## config.mk

```make
export PLATFORM = sky130hd
export DESIGN_NAME = ssc_top
export DESIGN_NICKNAME = d
export VERILOG_FILES = /design/src/hw/ssc_pkg.sv /design/src/hw/ssc_ratio_lut.sv /design/src/hw/ssc_top.sv
export SDC_FILE = /design/constraint.sdc
export NUM_CORES = 1
export LEC_CHECK = 0
export CAP_MARGIN = 20
export CELL_PAD_IN_SITES_DETAIL_PLACEMENT = 2
export CELL_PAD_IN_SITES_GLOBAL_PLACEMENT = 2
export CORE_ASPECT_RATIO = 1.2
export CORE_UTILIZATION = 41
export CTS_CLUSTER_SIZE = 16
export DETAILED_ROUTE_END_ITERATION = 12
export DONT_BUFFER_PORTS = 1
export PLACE_DENSITY = 0.89
export SLEW_MARGIN = 20
export SYNTH_ARGS = -nofsm -noshare
export SYNTH_HDL_FRONTEND = slang
export SYNTH_SLANG_ARGS = --single-unit
```

## constraint.sdc

```tcl
create_clock -name pclk -period 13.85 [get_ports pclk]
set_input_delay 0 -clock pclk [delete_from_list [all_inputs] [get_ports pclk]]
set_output_delay 0 -clock pclk [all_outputs]
set_load 0.02 [all_outputs]
```

## src/hw/ssc_pkg.sv

```systemverilog
package ssc_pkg;
  // Switch bank bit positions (bit n of bank is switch n, index n-1)
  localparam int unsigned SSC_A_BAUD_LO   = 0;
  localparam int unsigned SSC_A_BAUD_HI   = 1;
  localparam int unsigned SSC_A_DELIM_LO  = 2;
  localparam int unsigned SSC_A_DELIM_HI  = 3;
  localparam int unsigned SSC_A_MEM_PROT  = 6;
  localparam int unsigned SSC_A_KNOB_LOCK = 7;
  localparam int unsigned SSC_B_BOOST     = 0;
  localparam int unsigned SSC_B_REDUCE    = 1;
  localparam int unsigned SSC_B_KNOB_REV  = 2;
  localparam int unsigned SSC_B_BL_REV    = 3;
  localparam int unsigned SSC_B_SEP_ORG   = 5;

  // Reset values of the captured setup
  localparam logic [3:0] SSC_HOLD_RST = 4'h5;
  localparam logic [3:0] SSC_CODE_RST = 4'h0;
  localparam logic [7:0] SSC_BANK_RST = 8'h00;

  // Settle count that ends WAIT; switches are captured 6 enabled cycles after reset release
  localparam logic [3:0] SSC_SETTLE_CYC = 4'h4;

  // Register offsets
  localparam logic [7:0] SSC_OFF_CTRL   = 8'h00;
  localparam logic [7:0] SSC_OFF_STAT   = 8'h04;
  localparam logic [7:0] SSC_OFF_CODES  = 8'h08;
  localparam logic [7:0] SSC_OFF_SPEED  = 8'h0c;
  localparam logic [7:0] SSC_OFF_PULSE  = 8'h10;
  localparam logic [7:0] SSC_OFF_FLAGS  = 8'h14;
  localparam int unsigned SSC_CTRL_REARM = 0;
  localparam logic [31:0] SSC_PULSE_LIMIT = 32'h0007a120;

  typedef enum logic [1:0] {
    SSC_DELIM_CRLF = 2'b00,
    SSC_DELIM_CR   = 2'b01,
    SSC_DELIM_LF   = 2'b10,
    SSC_DELIM_NONE = 2'b11
  } ssc_delim_e;

  typedef enum logic [1:0] {
    SSC_ST_WAIT = 2'b00,
    SSC_ST_LOAD = 2'b01,
    SSC_ST_RUN  = 2'b10
  } ssc_state_e;

  typedef struct packed {
    logic [7:0] div;
    logic [3:0] drive;
    logic [6:0] hold_pct;
    logic [15:0] baud;
    ssc_delim_e delim;
    logic       mem_wr_en;
    logic       knob_en;
    logic       knob_rev;
    logic       bl_rev;
    logic       sep_origin;
    logic [14:0] top_speed;
    logic [7:0] mult;
  } ssc_cfg_s;
endpackage : ssc_pkg

```

## src/hw/ssc_ratio_lut.sv

```systemverilog
`timescale 1ns/100ps
module ssc_ratio_lut (
  input  wire logic [3:0] code,
  output logic      [7:0] ratio
);
  always_comb begin
    case (code)
      4'h0: ratio = 8'h01;
      4'h1: ratio = 8'h02;
      4'h2: ratio = 8'h04;
      4'h3: ratio = 8'h05;
      4'h4: ratio = 8'h08;
      4'h5: ratio = 8'h0a;
      4'h6: ratio = 8'h14;
      4'h7: ratio = 8'h28;
      4'h8: ratio = 8'h50;
      4'h9: ratio = 8'h10;
      4'ha: ratio = 8'h19;
      4'hb: ratio = 8'h32;
      4'hc: ratio = 8'h64;
      4'hd: ratio = 8'h7d;
      4'he: ratio = 8'hc8;
      4'hf: ratio = 8'hfa;
      default: ratio = 8'h01;
    endcase
  end
endmodule : ssc_ratio_lut

```

## src/hw/ssc_top.sv

```systemverilog
`timescale 1ns/100ps
module ssc_top
  import ssc_pkg::*;
(
  input  wire logic              pclk,
  input  wire logic              presetn,
  input  wire logic              clk_en,
  input  wire logic              psel,
  input  wire logic              penable,
  input  wire logic              pwrite,
  input  wire logic [7:0]        paddr,
  input  wire logic [31:0]       pwdata,
  output logic      [31:0]       prdata,
  output logic                   pready,
  output logic                   pslverr,
  input  wire logic              stop_loop_closed,
  input  wire logic [3:0]        step_division_code,
  input  wire logic [3:0]        drive_current_code,
  input  wire logic [3:0]        hold_current_code,
  input  wire logic [7:0]        setup_bank_a,
  input  wire logic [7:0]        setup_bank_b,
  input  wire logic [3:0]        top_speed_code,
  input  wire logic [3:0]        multiplier_switch,
  output ssc_pkg::ssc_cfg_s      cfg,
  output logic [31:0]            pulse_rate,
  output logic                   pulse_over_limit,
  output logic                   motion_halt,
  output logic                   cfg_valid
);
  import ssc_pkg::*;

  // Synchronisers for the loose switch and stop pins
  logic [35:0] sw_meta_q;
  logic [35:0] sw_sync_q;
  logic        stop_meta_q;
  logic        stop_sync_q;
  always_ff @(posedge pclk or negedge presetn) begin
    if (!presetn) begin
      sw_meta_q   <= '0;
      sw_sync_q   <= '0;
      stop_meta_q <= 1'b0;
      stop_sync_q <= 1'b0;
    end else if (clk_en) begin
      sw_meta_q   <= {step_division_code, drive_current_code,
                      hold_current_code, setup_bank_a, setup_bank_b,
                      top_speed_code, multiplier_switch};
      sw_sync_q   <= sw_meta_q;
      stop_meta_q <= stop_loop_closed;
      stop_sync_q <= stop_meta_q;
    end
  end

  // Capture sequencer: waits for the synchroniser to fill
  ssc_state_e state_q;
  logic [3:0] settle_q;
  logic       rearm_q;
  always_ff @(posedge pclk or negedge presetn) begin
    if (!presetn) begin
      state_q  <= SSC_ST_WAIT;
      settle_q <= '0;
    end else if (clk_en) begin
      case (state_q)
        SSC_ST_WAIT: begin
          settle_q <= settle_q + 4'h1;
          if (settle_q == SSC_SETTLE_CYC) begin
            state_q <= SSC_ST_LOAD;
          end
        end
        SSC_ST_LOAD: state_q <= SSC_ST_RUN;
        SSC_ST_RUN: begin
          // Software rearm models a fresh power cycle
          if (rearm_q) begin
            state_q  <= SSC_ST_WAIT;
            settle_q <= '0;
          end
        end
        default: state_q <= SSC_ST_WAIT;
      endcase
    end
  end

  logic [3:0] div_code_q;
  logic [3:0] drive_q;
  logic [3:0] hold_q;
  logic [7:0] bank_a_q;
  logic [7:0] bank_b_q;
  logic [3:0] speed_code_q;
  logic [3:0] mult_code_q;
  always_ff @(posedge pclk or negedge presetn) begin
    if (!presetn) begin
      div_code_q   <= SSC_CODE_RST;
      drive_q      <= SSC_CODE_RST;
      hold_q       <= SSC_HOLD_RST;
      bank_a_q     <= SSC_BANK_RST;
      bank_b_q     <= SSC_BANK_RST;
      speed_code_q <= SSC_CODE_RST;
      mult_code_q  <= SSC_CODE_RST;
    end else if (clk_en && state_q == SSC_ST_LOAD) begin
      {div_code_q, drive_q, hold_q, bank_a_q, bank_b_q,
       speed_code_q, mult_code_q} <= sw_sync_q;
    end
  end

  // Two ratio tables share one lookup module
  logic [7:0] div_val;
  logic [7:0] mult_val;
  ssc_ratio_lut u_div_lut (
    .code  (div_code_q),
    .ratio (div_val)
  );
  ssc_ratio_lut u_mult_lut (
    .code  (mult_code_q),
    .ratio (mult_val)
  );

  // Hold current percent, a table because steps are uneven
  logic [6:0] hold_pct;
  always_comb begin
    case (hold_q)
      4'h0: hold_pct = 7'd25;
      4'h1: hold_pct = 7'd30;
      4'h2: hold_pct = 7'd35;
      4'h3: hold_pct = 7'd41;
      4'h4: hold_pct = 7'd45;
      4'h5: hold_pct = 7'd50;
      4'h6: hold_pct = 7'd55;
      4'h7: hold_pct = 7'd59;
      4'h8: hold_pct = 7'd63;
      4'h9: hold_pct = 7'd67;
      4'ha: hold_pct = 7'd71;
      4'hb: hold_pct = 7'd75;
      4'hc: hold_pct = 7'd79;
      4'hd: hold_pct = 7'd83;
      4'he: hold_pct = 7'd87;
      4'hf: hold_pct = 7'd91;
      default: hold_pct = 7'd50;
    endcase
  end

  // Base and boosted top speed columns
  logic [14:0] spd_base;
  logic [14:0] spd_boost;
  always_comb begin
    case (speed_code_q)
      4'h0: begin spd_base = 15'd500;   spd_boost = 15'd750;   end
      4'h1: begin spd_base = 15'd1000;  spd_boost = 15'd1500;  end
      4'h2: begin spd_base = 15'd2000;  spd_boost = 15'd2500;  end
      4'h3: begin spd_base = 15'd3000;  spd_boost = 15'd3500;  end
      4'h4: begin spd_base = 15'd4000;  spd_boost = 15'd4500;  end
      4'h5: begin spd_base = 15'd5000;  spd_boost = 15'd5500;  end
      4'h6: begin spd_base = 15'd6000;  spd_boost = 15'd6500;  end
      4'h7: begin spd_base = 15'd7000;  spd_boost = 15'd7500;  end
      4'h8: begin spd_base = 15'd8000;  spd_boost = 15'd8500;  end
      4'h9: begin spd_base = 15'd9000;  spd_boost = 15'd9500;  end
      4'ha: begin spd_base = 15'd10000; spd_boost = 15'd10500; end
      4'hb: begin spd_base = 15'd11000; spd_boost = 15'd12000; end
      4'hc: begin spd_base = 15'd13000; spd_boost = 15'd14000; end
      4'hd: begin spd_base = 15'd15000; spd_boost = 15'd16000; end
      4'he: begin spd_base = 15'd17000; spd_boost = 15'd18500; end
      4'hf: begin spd_base = 15'd20000; spd_boost = 15'd22000; end
      default: begin spd_base = 15'd500; spd_boost = 15'd750; end
    endcase
  end

  // Every table entry divides by ten exactly
  logic [14:0] spd_col;
  logic [14:0] top_speed;
  always_comb begin
    spd_col = bank_b_q[SSC_B_BOOST] ? spd_boost : spd_base;
    top_speed = bank_b_q[SSC_B_REDUCE] ? 15'(spd_col / 15'd10)
                                       : spd_col;
  end

  logic [15:0] baud;
  always_comb begin
    case ({bank_a_q[SSC_A_BAUD_LO], bank_a_q[SSC_A_BAUD_HI]})
      2'b00:   baud = 16'd4800;
      2'b01:   baud = 16'd9600;
      2'b10:   baud = 16'd19200;
      2'b11:   baud = 16'd38400;
      default: baud = 16'd9600;
    endcase
  end

  ssc_cfg_s cfg_d;
  always_comb begin
    cfg_d.div        = div_val;
    cfg_d.drive      = drive_q;
    cfg_d.hold_pct   = hold_pct;
    cfg_d.baud       = baud;
    cfg_d.delim      = ssc_delim_e'({bank_a_q[SSC_A_DELIM_LO],
                                     bank_a_q[SSC_A_DELIM_HI]});
    cfg_d.mem_wr_en  = !bank_a_q[SSC_A_MEM_PROT];
    cfg_d.knob_en    = !bank_a_q[SSC_A_KNOB_LOCK];
    cfg_d.knob_rev   = bank_b_q[SSC_B_KNOB_REV];
    cfg_d.bl_rev     = bank_b_q[SSC_B_BL_REV];
    cfg_d.sep_origin = bank_b_q[SSC_B_SEP_ORG];
    cfg_d.top_speed  = top_speed;
    cfg_d.mult       = mult_val;
  end
  // Bank bits 5,6 of A and 5,7,8 of B are never decoded; only the FLAGS register reads them

  logic [31:0] pulse_d;
  assign pulse_d = 32'(top_speed) * 32'(mult_val);

  always_ff @(posedge pclk or negedge presetn) begin
    if (!presetn) begin
      cfg              <= '0;
      pulse_rate       <= '0;
      pulse_over_limit <= 1'b0;
      cfg_valid        <= 1'b0;
    end else if (clk_en) begin
      cfg              <= cfg_d;
      pulse_rate       <= pulse_d;
      pulse_over_limit <= pulse_d > SSC_PULSE_LIMIT;
      cfg_valid        <= state_q == SSC_ST_RUN;
    end
  end

  // Halt path is combinational after the synchroniser
  assign motion_halt = !stop_sync_q;

  // APB slave, zero wait states
  logic apb_wr;
  logic addr_ok;
  assign pready  = 1'b1;
  assign apb_wr  = psel && penable && pwrite;
  always_comb begin
    case (paddr)
      SSC_OFF_CTRL, SSC_OFF_STAT, SSC_OFF_CODES,
      SSC_OFF_SPEED, SSC_OFF_PULSE, SSC_OFF_FLAGS: addr_ok = 1'b1;
      default: addr_ok = 1'b0;
    endcase
  end
  assign pslverr = psel && penable && !addr_ok;

  always_ff @(posedge pclk or negedge presetn) begin
    if (!presetn) begin
      rearm_q <= 1'b0;
    end else if (clk_en) begin
      rearm_q <= apb_wr && paddr == SSC_OFF_CTRL &&
                 pwdata[SSC_CTRL_REARM];
    end
  end

  always_comb begin
    case (paddr)
      SSC_OFF_STAT:  prdata = {28'h0, pulse_over_limit, motion_halt,
                              cfg_valid, stop_sync_q};
      SSC_OFF_CODES: prdata = {4'h0, div_code_q, drive_q, hold_q,
                              speed_code_q, mult_code_q, 8'h00};
      SSC_OFF_SPEED: prdata = {17'h0, cfg.top_speed};
      SSC_OFF_PULSE: prdata = pulse_rate;
      SSC_OFF_FLAGS: prdata = {16'h0, bank_a_q, bank_b_q};
      default:       prdata = 32'h0;
    endcase
  end

  property p_halt;
    @(posedge pclk) disable iff (!presetn)
      clk_en && $past(clk_en) && !$past(stop_loop_closed) |=> motion_halt;
  endproperty
  a_halt: assert property (p_halt)
    else $error("halt does not follow stop loop");
  property p_load;
    @(posedge pclk) disable iff (!presetn)
      state_q == SSC_ST_RUN && $past(state_q) == SSC_ST_RUN
      |-> $stable({bank_a_q, bank_b_q, speed_code_q, mult_code_q});
  endproperty
  a_load: assert property (p_load)
    else $error("switch capture changed while running");
  property p_boost;
    @(posedge pclk) disable iff (!presetn)
      clk_en && !bank_b_q[SSC_B_REDUCE] && bank_b_q[SSC_B_BOOST]
      && speed_code_q == 4'hf |=> cfg.top_speed == 15'd22000;
  endproperty
  a_boost: assert property (p_boost)
    else $error("boost column wrong");
  property p_reduce;
    @(posedge pclk) disable iff (!presetn)
      clk_en && bank_b_q[SSC_B_REDUCE] && !bank_b_q[SSC_B_BOOST]
      && speed_code_q == 4'hc |=> cfg.top_speed == 15'd1300;
  endproperty
  a_reduce: assert property (p_reduce)
    else $error("reduce column wrong");
  property p_pulse;
    @(posedge pclk) disable iff (!presetn)
      clk_en |=> pulse_rate == 32'($past(top_speed)) * 32'($past(mult_val));
  endproperty
  a_pulse: assert property (p_pulse)
    else $error("pulse rate mismatch");
  property p_memp;
    @(posedge pclk) disable iff (!presetn)
      clk_en && bank_a_q[SSC_A_MEM_PROT] |=> !cfg.mem_wr_en;
  endproperty
  a_memp: assert property (p_memp)
    else $error("memory write not blocked");
  property p_knob;
    @(posedge pclk) disable iff (!presetn)
      clk_en && bank_a_q[SSC_A_KNOB_LOCK] |=> !cfg.knob_en;
  endproperty
  a_knob: assert property (p_knob)
    else $error("knob not locked");
  property p_hold;
    @(posedge pclk) disable iff (!presetn)
      clk_en && hold_q == 4'h5 |=> cfg.hold_pct == 7'd50;
  endproperty
  a_hold: assert property (p_hold)
    else $error("hold percent wrong");
  property p_baud;
    @(posedge pclk) disable iff (!presetn)
      clk_en && bank_a_q[1:0] == 2'b11 |=> cfg.baud == 16'd38400;
  endproperty
  a_baud: assert property (p_baud)
    else $error("baud wrong");
endmodule : ssc_top

```

# Yosys cells after proc, flatten, opt, wreduce, memory -nomap -nowiden
# Memories as Yosys holds them, arrays and structs flattened. A register that Yosys moved wholly into a read port is not among the register bits.
# Cells that the tools add are included.
[classes]
n_addsub = 1
n_mul = 1
div_mod_pow = 1
magnitude_cmp = 1
n_eq_ne = 13
n_mux = 10
reduce_logical = 19
[op_table]
columns = ["operator", "count"]
rows = [
  ["28-bit case mux with 5 select lines", 1],
  ["16-bit case mux with 4 select lines", 1],
  ["15-bit 2-to-1 mux", 2],
  ["23-bit by 19-bit > comparator with 1-bit output, second input constant", 1],
  ["15-bit by 8-bit multiplier with 23-bit output", 1],
  ["8-bit by 4-bit == test with 1-bit output, second input constant", 2],
  ["8-bit by 5-bit == test with 1-bit output, second input constant", 2],
  ["15-bit by 4-bit divider with 15-bit output, second input constant", 1],
  ["8-bit by 3-bit == test with 1-bit output, second input constant", 1],
  ["8-bit logical NOT", 1],
  ["4-bit case mux with 2 select lines", 1],
  ["2-bit == test, second input constant", 3],
  ["1-bit logical AND", 6],
  ["1-bit logical NOT", 6],
  ["2-bit case mux with 3 select lines", 1],
  ["3-bit AND reduction", 2],
  ["6-bit OR reduction", 1],
  ["4-bit by 1-bit adder with 4-bit output, second input constant", 1],
  ["2-bit by 1-bit == test with 1-bit output, second input constant", 2],
  ["4-bit by 3-bit == test with 1-bit output, second input constant", 1],
  ["2-bit logical NOT", 2],
  ["2-bit 2-to-1 mux", 2],
  ["4-bit 2-to-1 mux", 1],
  ["2-bit != test, second input constant", 2],
  ["other kinds (2)", 2],
]
[totals]
ff_bits = 192
mem_bits_ro = 800
out_inout_bits = 134
word_cells = 77
n_memories = 4
[mem_list]
columns = ["name", "words", "width", "rd", "rd_clocked_by_memory_dff", "write_ports", "line", "source"]
rows = [
  ["(no name shown)", 16, 27, 1, 0, 0, "ssc_top.sv:144", "case (speed_code_q)"],
  ["(no name shown)", 16, 8, 1, 1, 0, "ssc_ratio_lut.sv:7", "case (code)"],
  ["(no name shown)", 16, 8, 1, 0, 0, "ssc_ratio_lut.sv:7", ""],
  ["(no name shown)", 16, 7, 1, 1, 0, "ssc_top.sv:119", "case (hold_q)"],
]

# Longest topological paths before layout
# Gate-level depths: netlist of the first run.
# An unclocked memory read counts as a cell.
[logic_depth]
ltp_word = 6
ltp_mapped = 55
depth_no_buf = 50

# Cells and area by module
# A second synthesis of the first run with hierarchy kept.
[hier_totals]
cells_unflattened = 1485
hier_area_um2 = 14880.5
[modules_own_cells]
columns = ["mod", "n_inst", "cells_each", "area_each_um2", "seq_area_each_um2"]
rows = [
  ["ssc_top", 1, 1429, 14467.6, 5007.3],
  ["ssc_ratio_lut (u_div_lut)", 1, 27, 206.4, 0.0],
  ["ssc_ratio_lut (u_mult_lut)", 1, 29, 206.4, 0.0],
]

# Worst setup path after synthesis of the first run
# No wires, ideal clock.
[synth_timing]
path_kind = "register -> register"
start = "register speed_code_q[1]"
end = "register pulse_over_limit"
arrival_time_ps = 10407
slack_ps = 3325
stages_incl_launch_ff = 45
path_buffers = 2
path_cell_list = "dfrtp_1 buf_2 inv_1 ha_1 and3_1 o21ai_2 nand4_1 a22o_1 a21oi_2 mux2i_1 nor3_2 and3_1 o311a_1 nor4_4 buf_4 a211oi_1 a21oi_1 nor2_1 (+9 left out) fa_1 fa_1 inv_1 ha_1 a21boi_0 o21ai_0 a21boi_0 o21ai_0 a21boi_0 o31a_1 o211ai_1 a21oi_1 a2111oi_0 a22oi_1 xnor2_1 nor4b_1 o22ai_1 a21o_1"
[synth_via]
elab_chain_len = 6
[synth_rtl]
columns = ["element", "line", "source"]
rows = [
  ["from (decl)", "ssc_top.sv:87", "logic [3:0] speed_code_q;"],
  ["memory read 16 x 27 bit (*)", "n/a", ""],
  ["15-bit 2-to-1 mux (*)", "ssc_top.sv:169", "spd_col = bank_b_q[SSC_B_BOOST] ? spd_boost : spd_base;"],
  ["15-bit by 4-bit divider with 15-bit output", "ssc_top.sv:170", "top_speed = bank_b_q[SSC_B_REDUCE] ? 15'(spd_col / 15'd10)"],
  ["15-bit 2-to-1 mux (*)", "ssc_top.sv:170", ""],
  ["15-bit by 8-bit multiplier with 23-bit output (*)", "ssc_top.sv:204", "assign pulse_d = 32'(top_speed) * 32'(mult_val);"],
  ["23-bit by 19-bit > comparator with 1-bit output (*)", "ssc_top.sv:215", "pulse_over_limit <= pulse_d > SSC_PULSE_LIMIT;"],
  ["to (signal assigned)", "ssc_top.sv:215", ""],
  ["to (decl)", "ssc_top.sv:26", "output logic pulse_over_limit,"],
]
# Mark *: on every way between the ends. The rest lies on a longest branch, timed or not.
# A chain may end at the register's enable or synchronous reset.

# Worst setup path after layout of the first run
# Same ends and word-level chain as after synthesis.

==> results.md, run 1 <==
- Status: finished, violations left
- Failing checks: negative setup slack
- Avg Inst Size Synth: 9.95 um2
- Initial antenna violation count: 17
- CP max stage cell: nor3_1
- Fillers: approximately 3500
- Share of the synthesized area in the top cell type: between 30% and 40%
- Hold Path Sink: settle_q[1]
- Synth Flop Type: dfrtp_1
- Clk root buf: clkbuf_16
- Layout cells sized above 1: approximately a fifth
- Worst EP required: 14260 ps
- H-tree lvl count: 4
- Site row count: 75
- Final Hold Vio Count: 0
- First-pass GRT wire length: between 100 and 150 mm
- Die span in y: ~210 um
- Initial drt markers: around 2000
- IO buf count: 0
- Crit end category: flop
- Mux share of post-synthesis cell area: ~15%
- Most numerous cell in the Yosys netlist: dfrtp_1
- Slew headroom: about 14%
- Pre-Repair DR Iteration Count: 7
- Largest family of logic cells by synthesized area: adder cells
- Fin crit share: 106%
- Synth Area in Simple Gates: 12.8%
- DIE AREA: 36500 um2
- Post-layout minimum cycle time: roughly 15000 ps
- Maximum number of pins on one net before global-route repair: 201
- Max Freq: between 60 and 70 MHz
- TritonCTS clock tree: yes
- Routed WL: roughly 93 mm
- Worst hold path depth: 3
- Synth Area in Compound Gates: between 10 and 15%
- Worst hold path class: primary input to flop
- Synth area leader: dfrtp_1
- Min-delay src: clk_en
- # clock sinks: 200
- R2R setup slack: -820 ps
- Area of the multi-input gates: between 8000 and 9000 um2
- Yosys warns: 0
- Final Max Slew Viols: 0
- Gpl congestion: roughly 0.86
- Total grt overflow: 0
- Vias in the first global route: ~15000
- Nets: roughly 1700
- Layout area overhead: 11.4%
- Vias/cell: roughly 7.6
- Max cap viols: 0
- Initial core utilization: a little over two fifths
- CP Max Fanout: 17
- Final setup margin: -823 ps
- Total GRT Usage: between 40% and 50%
- Cell total after placement: 1886
- Setup crit start: speed_code_q[1]
- Post-synth EDFFs: 0
- Seq/Total Area, Yosys: between 30 and 40%
- Final Non-Filler Cells: 1979
- Longest Clk Path Bufs: 2
- Adder-Cell Fraction of Synth Area: 16.8%
- Synth top cells by count: dfrtp_1, mux2_2, nand2_1
- XOR/XNOR share of the synthesized area: between 1 and 1.5%
- Via Count: 15000
- Worst r2r dst: pulse_over_limit
- FF+latch area: around 5000 um2
- Startpoint Class: flop
- Async SR Flop Fraction: 100%
- Final setup vio count: 1
- CP Data Arrival Time: around 15000 ps
- Top Ports: approximately 220
- Die W: between 150 and 200 um
- Clock transition at the registers of the reported paths: 100 ps
- Core area: about 35000 um2
- R2r startpoint: speed_code_q[1]
- CP peak stage delay: about 750 ps
- Pin slew with the least headroom to its limit: approximately 1300 ps
- Post-synthesis cell count: ~1500
- Yosys cell types: 93
- Worst skew pair latency: ~500 ps
- Synth area leaders: dfrtp_1, mux2_2, fa_1
- Detail Placement HPWL: ~42 mm
- CTS buffer count: 17
- Post-DR wirelength/cell: around 47 um
- DR DRC count: 0
- Skew final: ~16 ps
- Mapped cell area: about 15000 um2
- R2R depth: 50
- #FFs+latches synth: 200
- Worst Setup Path Type: flop to flop
- Remaining antenna violation count: 0
-- cells in the final DEF, fill, tap and decap left out, drive strengths merged, types with 8 or more instances in the layout --
cell type / instances
a211oi: 10
a21boi: 8
a21o: 15
a21oi: 59
a22o: 10
a31oi: 14
and2: 26
and3: 16
buf: 37
clkbuf: 18
clkinv: 8
conb: 20
dfrtp: 198
diode: 10
dlygate4sd3: 41
fa: 78
ha: 72
inv: 137
mux2: 167
mux2i: 27
nand2: 143
nand3: 23
nand4: 11
nor2: 117
nor2b: 8
nor3: 20
o21a: 9
o21ai: 75
o22ai: 9
o311ai: 8
xnor2: 15
-- registers in the layout (all words and copies together), names as in the netlist, 2 cells and up --
signal	cells
hold_q	4
pulse_rate	23
sw_meta_q	36
settle_q	4
cfg	58
bank_b_q	8
sw_sync_q	36
mult_code_q	4
div_code_q	4
speed_code_q	4
drive_q	4
state_q	2
bank_a_q	8
-- critical path, delay by kind of cell, from the launching register on --
kind,cells,cell delay (ps)
AOI/OAI and AO/OA,20,5860
adders and majority gates,7,2920
and+or+nand+nor,15,3730
DFF,1,610
buffers and inverters,8,1390
-- what timing repair did --
action                                  in CTS  in global routing
endpoints found under the setup margin       3                  9
hold buffers                                43                  0
resized for setup                            3                 42
setup buffers                                1                  6
pin swaps                                    1                  3
cloned                                       0                  1
hold endpoints to repair                   360                  0
-- layout make-up --
class                           count  share of cell area, %
Antenna cell                       10                  0.153
Clock buffer                       18                   2.69
Clock inverter                     14                   1.00
Inverter                          133                   3.06
Multi-Input combinational cell   1064                   54.4
Sequential cell                   200                   30.7
Tap cell                          462                   3.54
Timing Repair Buffer               78                   4.46
-- cells by family after synthesis --
group                    count (synthesis)
other                                    2
multiplexers                           194
AND/OR/NAND/NOR                        397
adder cells (fa/ha/maj)                150
buffers and inverters                  229
XOR/XNOR                                17
AO/OA/AOI/OAI                          285
flip-flops                             200
-- per-stage QoR --
| step | hold WS (ps) | worst slack, ps | util, % | cell area, um2 | TNS [ps] |
|---|---|---|---|---|---|
| floorplan | -296 | 3330 | - | 14700 | 0 |
| CTS | 10.6 | 144 | 45.9 | 16100 | 0 |
| finish | 56.1 | -823 | 46.5 | 16300 | -823 |
| global placement | -291 | 1000 | 42.8 | 15000 | 0 |
| detailed placement | -291 | -122 | 42.8 | 15000 | -122 |
| global route | 93.3 | -898 | 46.5 | 16300 | -898 |
-- how the worst max path moves through the flow --
stage	end	slack, ps	cells past startpoint
2_1_floorplan	pulse_over_limit	3330	44
3_3_place_gp	pulse_over_limit	1000	43
3_5_place_dp	pulse_over_limit	-120	50
4_1_cts	pulse_over_limit	140	47
5_1_grt	pulse_over_limit	-900	51
6_report	pulse_over_limit	-820	50
-- per-layer routing --
layer  up-vias  share of wire [%]  GRT usage (%)
met5         -               0.27          0.403
met4        32                 13           37.5
met3       841                 15           17.6
met2      1753                 41           68.8
met1      7327                 31           47.7
li1       5094                  -              -
Power of run 1 is not shown: default switching activity piles up to over one toggle a cycle in this logic, so the estimate is an artifact.
==> run 2, diff against run 1 <==
CELL_PAD_IN_SITES_DETAIL_PLACEMENT = 0   (was 2)
CELL_PAD_IN_SITES_GLOBAL_PLACEMENT = 1   (was 2)
CORE_UTILIZATION = 45   (was 41)
PLACE_DENSITY = 0.82   (was 0.89)
==> results.md, run 2 (synthesis results as in run 1) <==
- CTS buffer count: 17 (unchanged)
- Startpoint Class: flop
- Initial core utilization: 45.6% (+3.8 points)
- Longest Clk Path Bufs: 2 (unchanged)
- IO buf count: 0 (unchanged)
- Worst Setup Path Type: flop to flop
- CP max stage cell: dfrtp_1
- CP bufs+invs: 3 (-5)
- Vias/cell: 5.84 (-23%)
- Total grt overflow: 0 (unchanged)
- Unrepaired setup endpoints after global routing: no
- Worst skew pair latency: 450 ps (-50 ps)
- Setup_tns: 0 ps (+823 ps)
- Max Freq: 78.6 MHz (+15%)
- Final Hold Vio Count: 0 (unchanged)
- Worst hold path class: primary input to flop
- Slew headroom: 25.8% (+12 points)
- CP top delay family: compound AO/OA/AOI/OAI gates
- CP Data Arrival Time: 13050 ps (-2030 ps)
- Largest Register: cfg
- CP peak stage delay: 740 ps (about the same)
- Max reg flops: 58 (unchanged)
- Pre-Repair DR Iteration Count: 5 (-2)
- Die W: 167 um (-4.5%)
- Status: complete, no violations
- Via Count: 11100 (-27%)
- Final setup margin: 1130 ps (+1950 ps)
- Die span in y: 200 um (-4.5%)
- Clk root buf: clkbuf_16
- Pin slew with the least headroom to its limit: 1110 ps (-185 ps)
- Final setup vio count: 0 (-1)
- Final Max Slew Viols: 0 (unchanged)
- Skew final: 13.6 ps (-2.72 ps)
- Detail Placement HPWL: 28.7 mm (-32%)
- Core area: 32200 um2 (-8.4%)
- Cell total after placement: 1819 (-3.6%)
- Most frequent cells in the layout: dfrtp_1, mux2_2, nand2_1
- Maximum number of pins on one net before global-route repair: 201 (unchanged)
- Top Ports: 217 (unchanged)
- Post-DR wirelength/cell: 20.8 um (-56%)
- Worst EP required: 14180 ps (-80 ps)
- CP Max Fanout: 14 (-3)
- Layout area overhead: 8.60%
- Initial antenna violation count: 0 (-17)
- H-tree lvl count: 4 (unchanged)
- Final Non-Filler Cells: 1893 (-4.3%)
- Initial drt markers: 774 (-61%)
- DR DRC count: 0 (unchanged)
- Dpl ws: 1190 ps (+1320 ps)
- # diodes: 0 (-10)
- Fin crit share: 91.8% (-14 points)
- Most common cell after layout, fill and taps aside: dfrtp_1
- Gpl congestion: 0.886 (+2.5%)
- Nets: 1706 (-1.2%)
- Remaining antenna violation count: 0 (unchanged)
- Clock transition at the registers of the reported paths: 80 ps (-20 ps)
- Layout cells sized above 1: 17.8% (-2.6 points)
- TritonCTS clock tree: yes
- DIE AREA: 33300 um2 (-8.8%)
- Max cap viols: 0 (unchanged)
- Post-CTS Setup Bufs: 0 (-1)
- # clock sinks: 200 (unchanged)
- Post-layout minimum cycle time: 12720 ps (-1950 ps)
- Routed WL: 39.3 mm (-58%)
- Top Registers: cfg x58, sw_meta_q x36, sw_sync_q x36
- Total GRT Usage: 24.0% (-21 points)
- Vias in the first global route: 10900 (-29%)
- First-pass GRT wire length: 61.5 mm (-47%)
- Crit end category: flop
- Site row count: 72 (-4.0%)
-- run 2: layout make-up --
| type | instances | area (um2) |
|---|---|---|
| clock buffer | 19 | 453 |
| clock inverter | 13 | 136 |
| fill | 2933 | 16200 |
| sequential | 200 | 5010 |
| tap | 407 | 509 |
| multi-input combinational | 1063 | 8740 |
| timing repair buffer | 58 | 576 |
| inverter | 133 | 499 |
-- run 2: final timing paths --
path | startpoint | to | slack [ps] | cells past startpoint
max in group asynchronous | presetn | speed_code_q[1] | 12750 | 2
min in group asynchronous | presetn | pulse_rate[20] | 410 | 2
min | clk_en | cfg[3] | 110 | 2
min reg2reg | stop_meta_q | stop_sync_q | 500 | 2
max reg2reg | speed_code_q[0] | pulse_over_limit | 1130 | 46
max | speed_code_q[0] | pulse_over_limit | 1130 | 46
-- run 2: layer usage --
| layer | track usage, % | vias up | routed length, um |
|---|---|---|---|
| met5 | 0 | - | 0 |
| met4 | 7.44 | 0 | 925 |
| met3 | 6.41 | 62 | 2900 |
| met2 | 41.4 | 364 | 19300 |
| met1 | 29.3 | 5574 | 16300 |
| li1 | - | 5055 | - |
-- run 2: stage by stage --
stage          util [%]  cell area (um2)  hold slack, ps
6_report           49.5            15900             114
5_1_grt            49.5            15900             189
4_1_cts            49.5            15900             163
3_5_place_dp       46.2            14900            -291
3_3_place_gp       46.2            14900            -291
2_1_floorplan         -            14700            -296
-- run 2: what timing repair did --
action	CTS	global route
resized for setup	0	2
endpoints found under the hold margin	363	0
setup endpoints to repair	0	1
hold buffers	42	0
Power of run 2 is left out for the same reason.
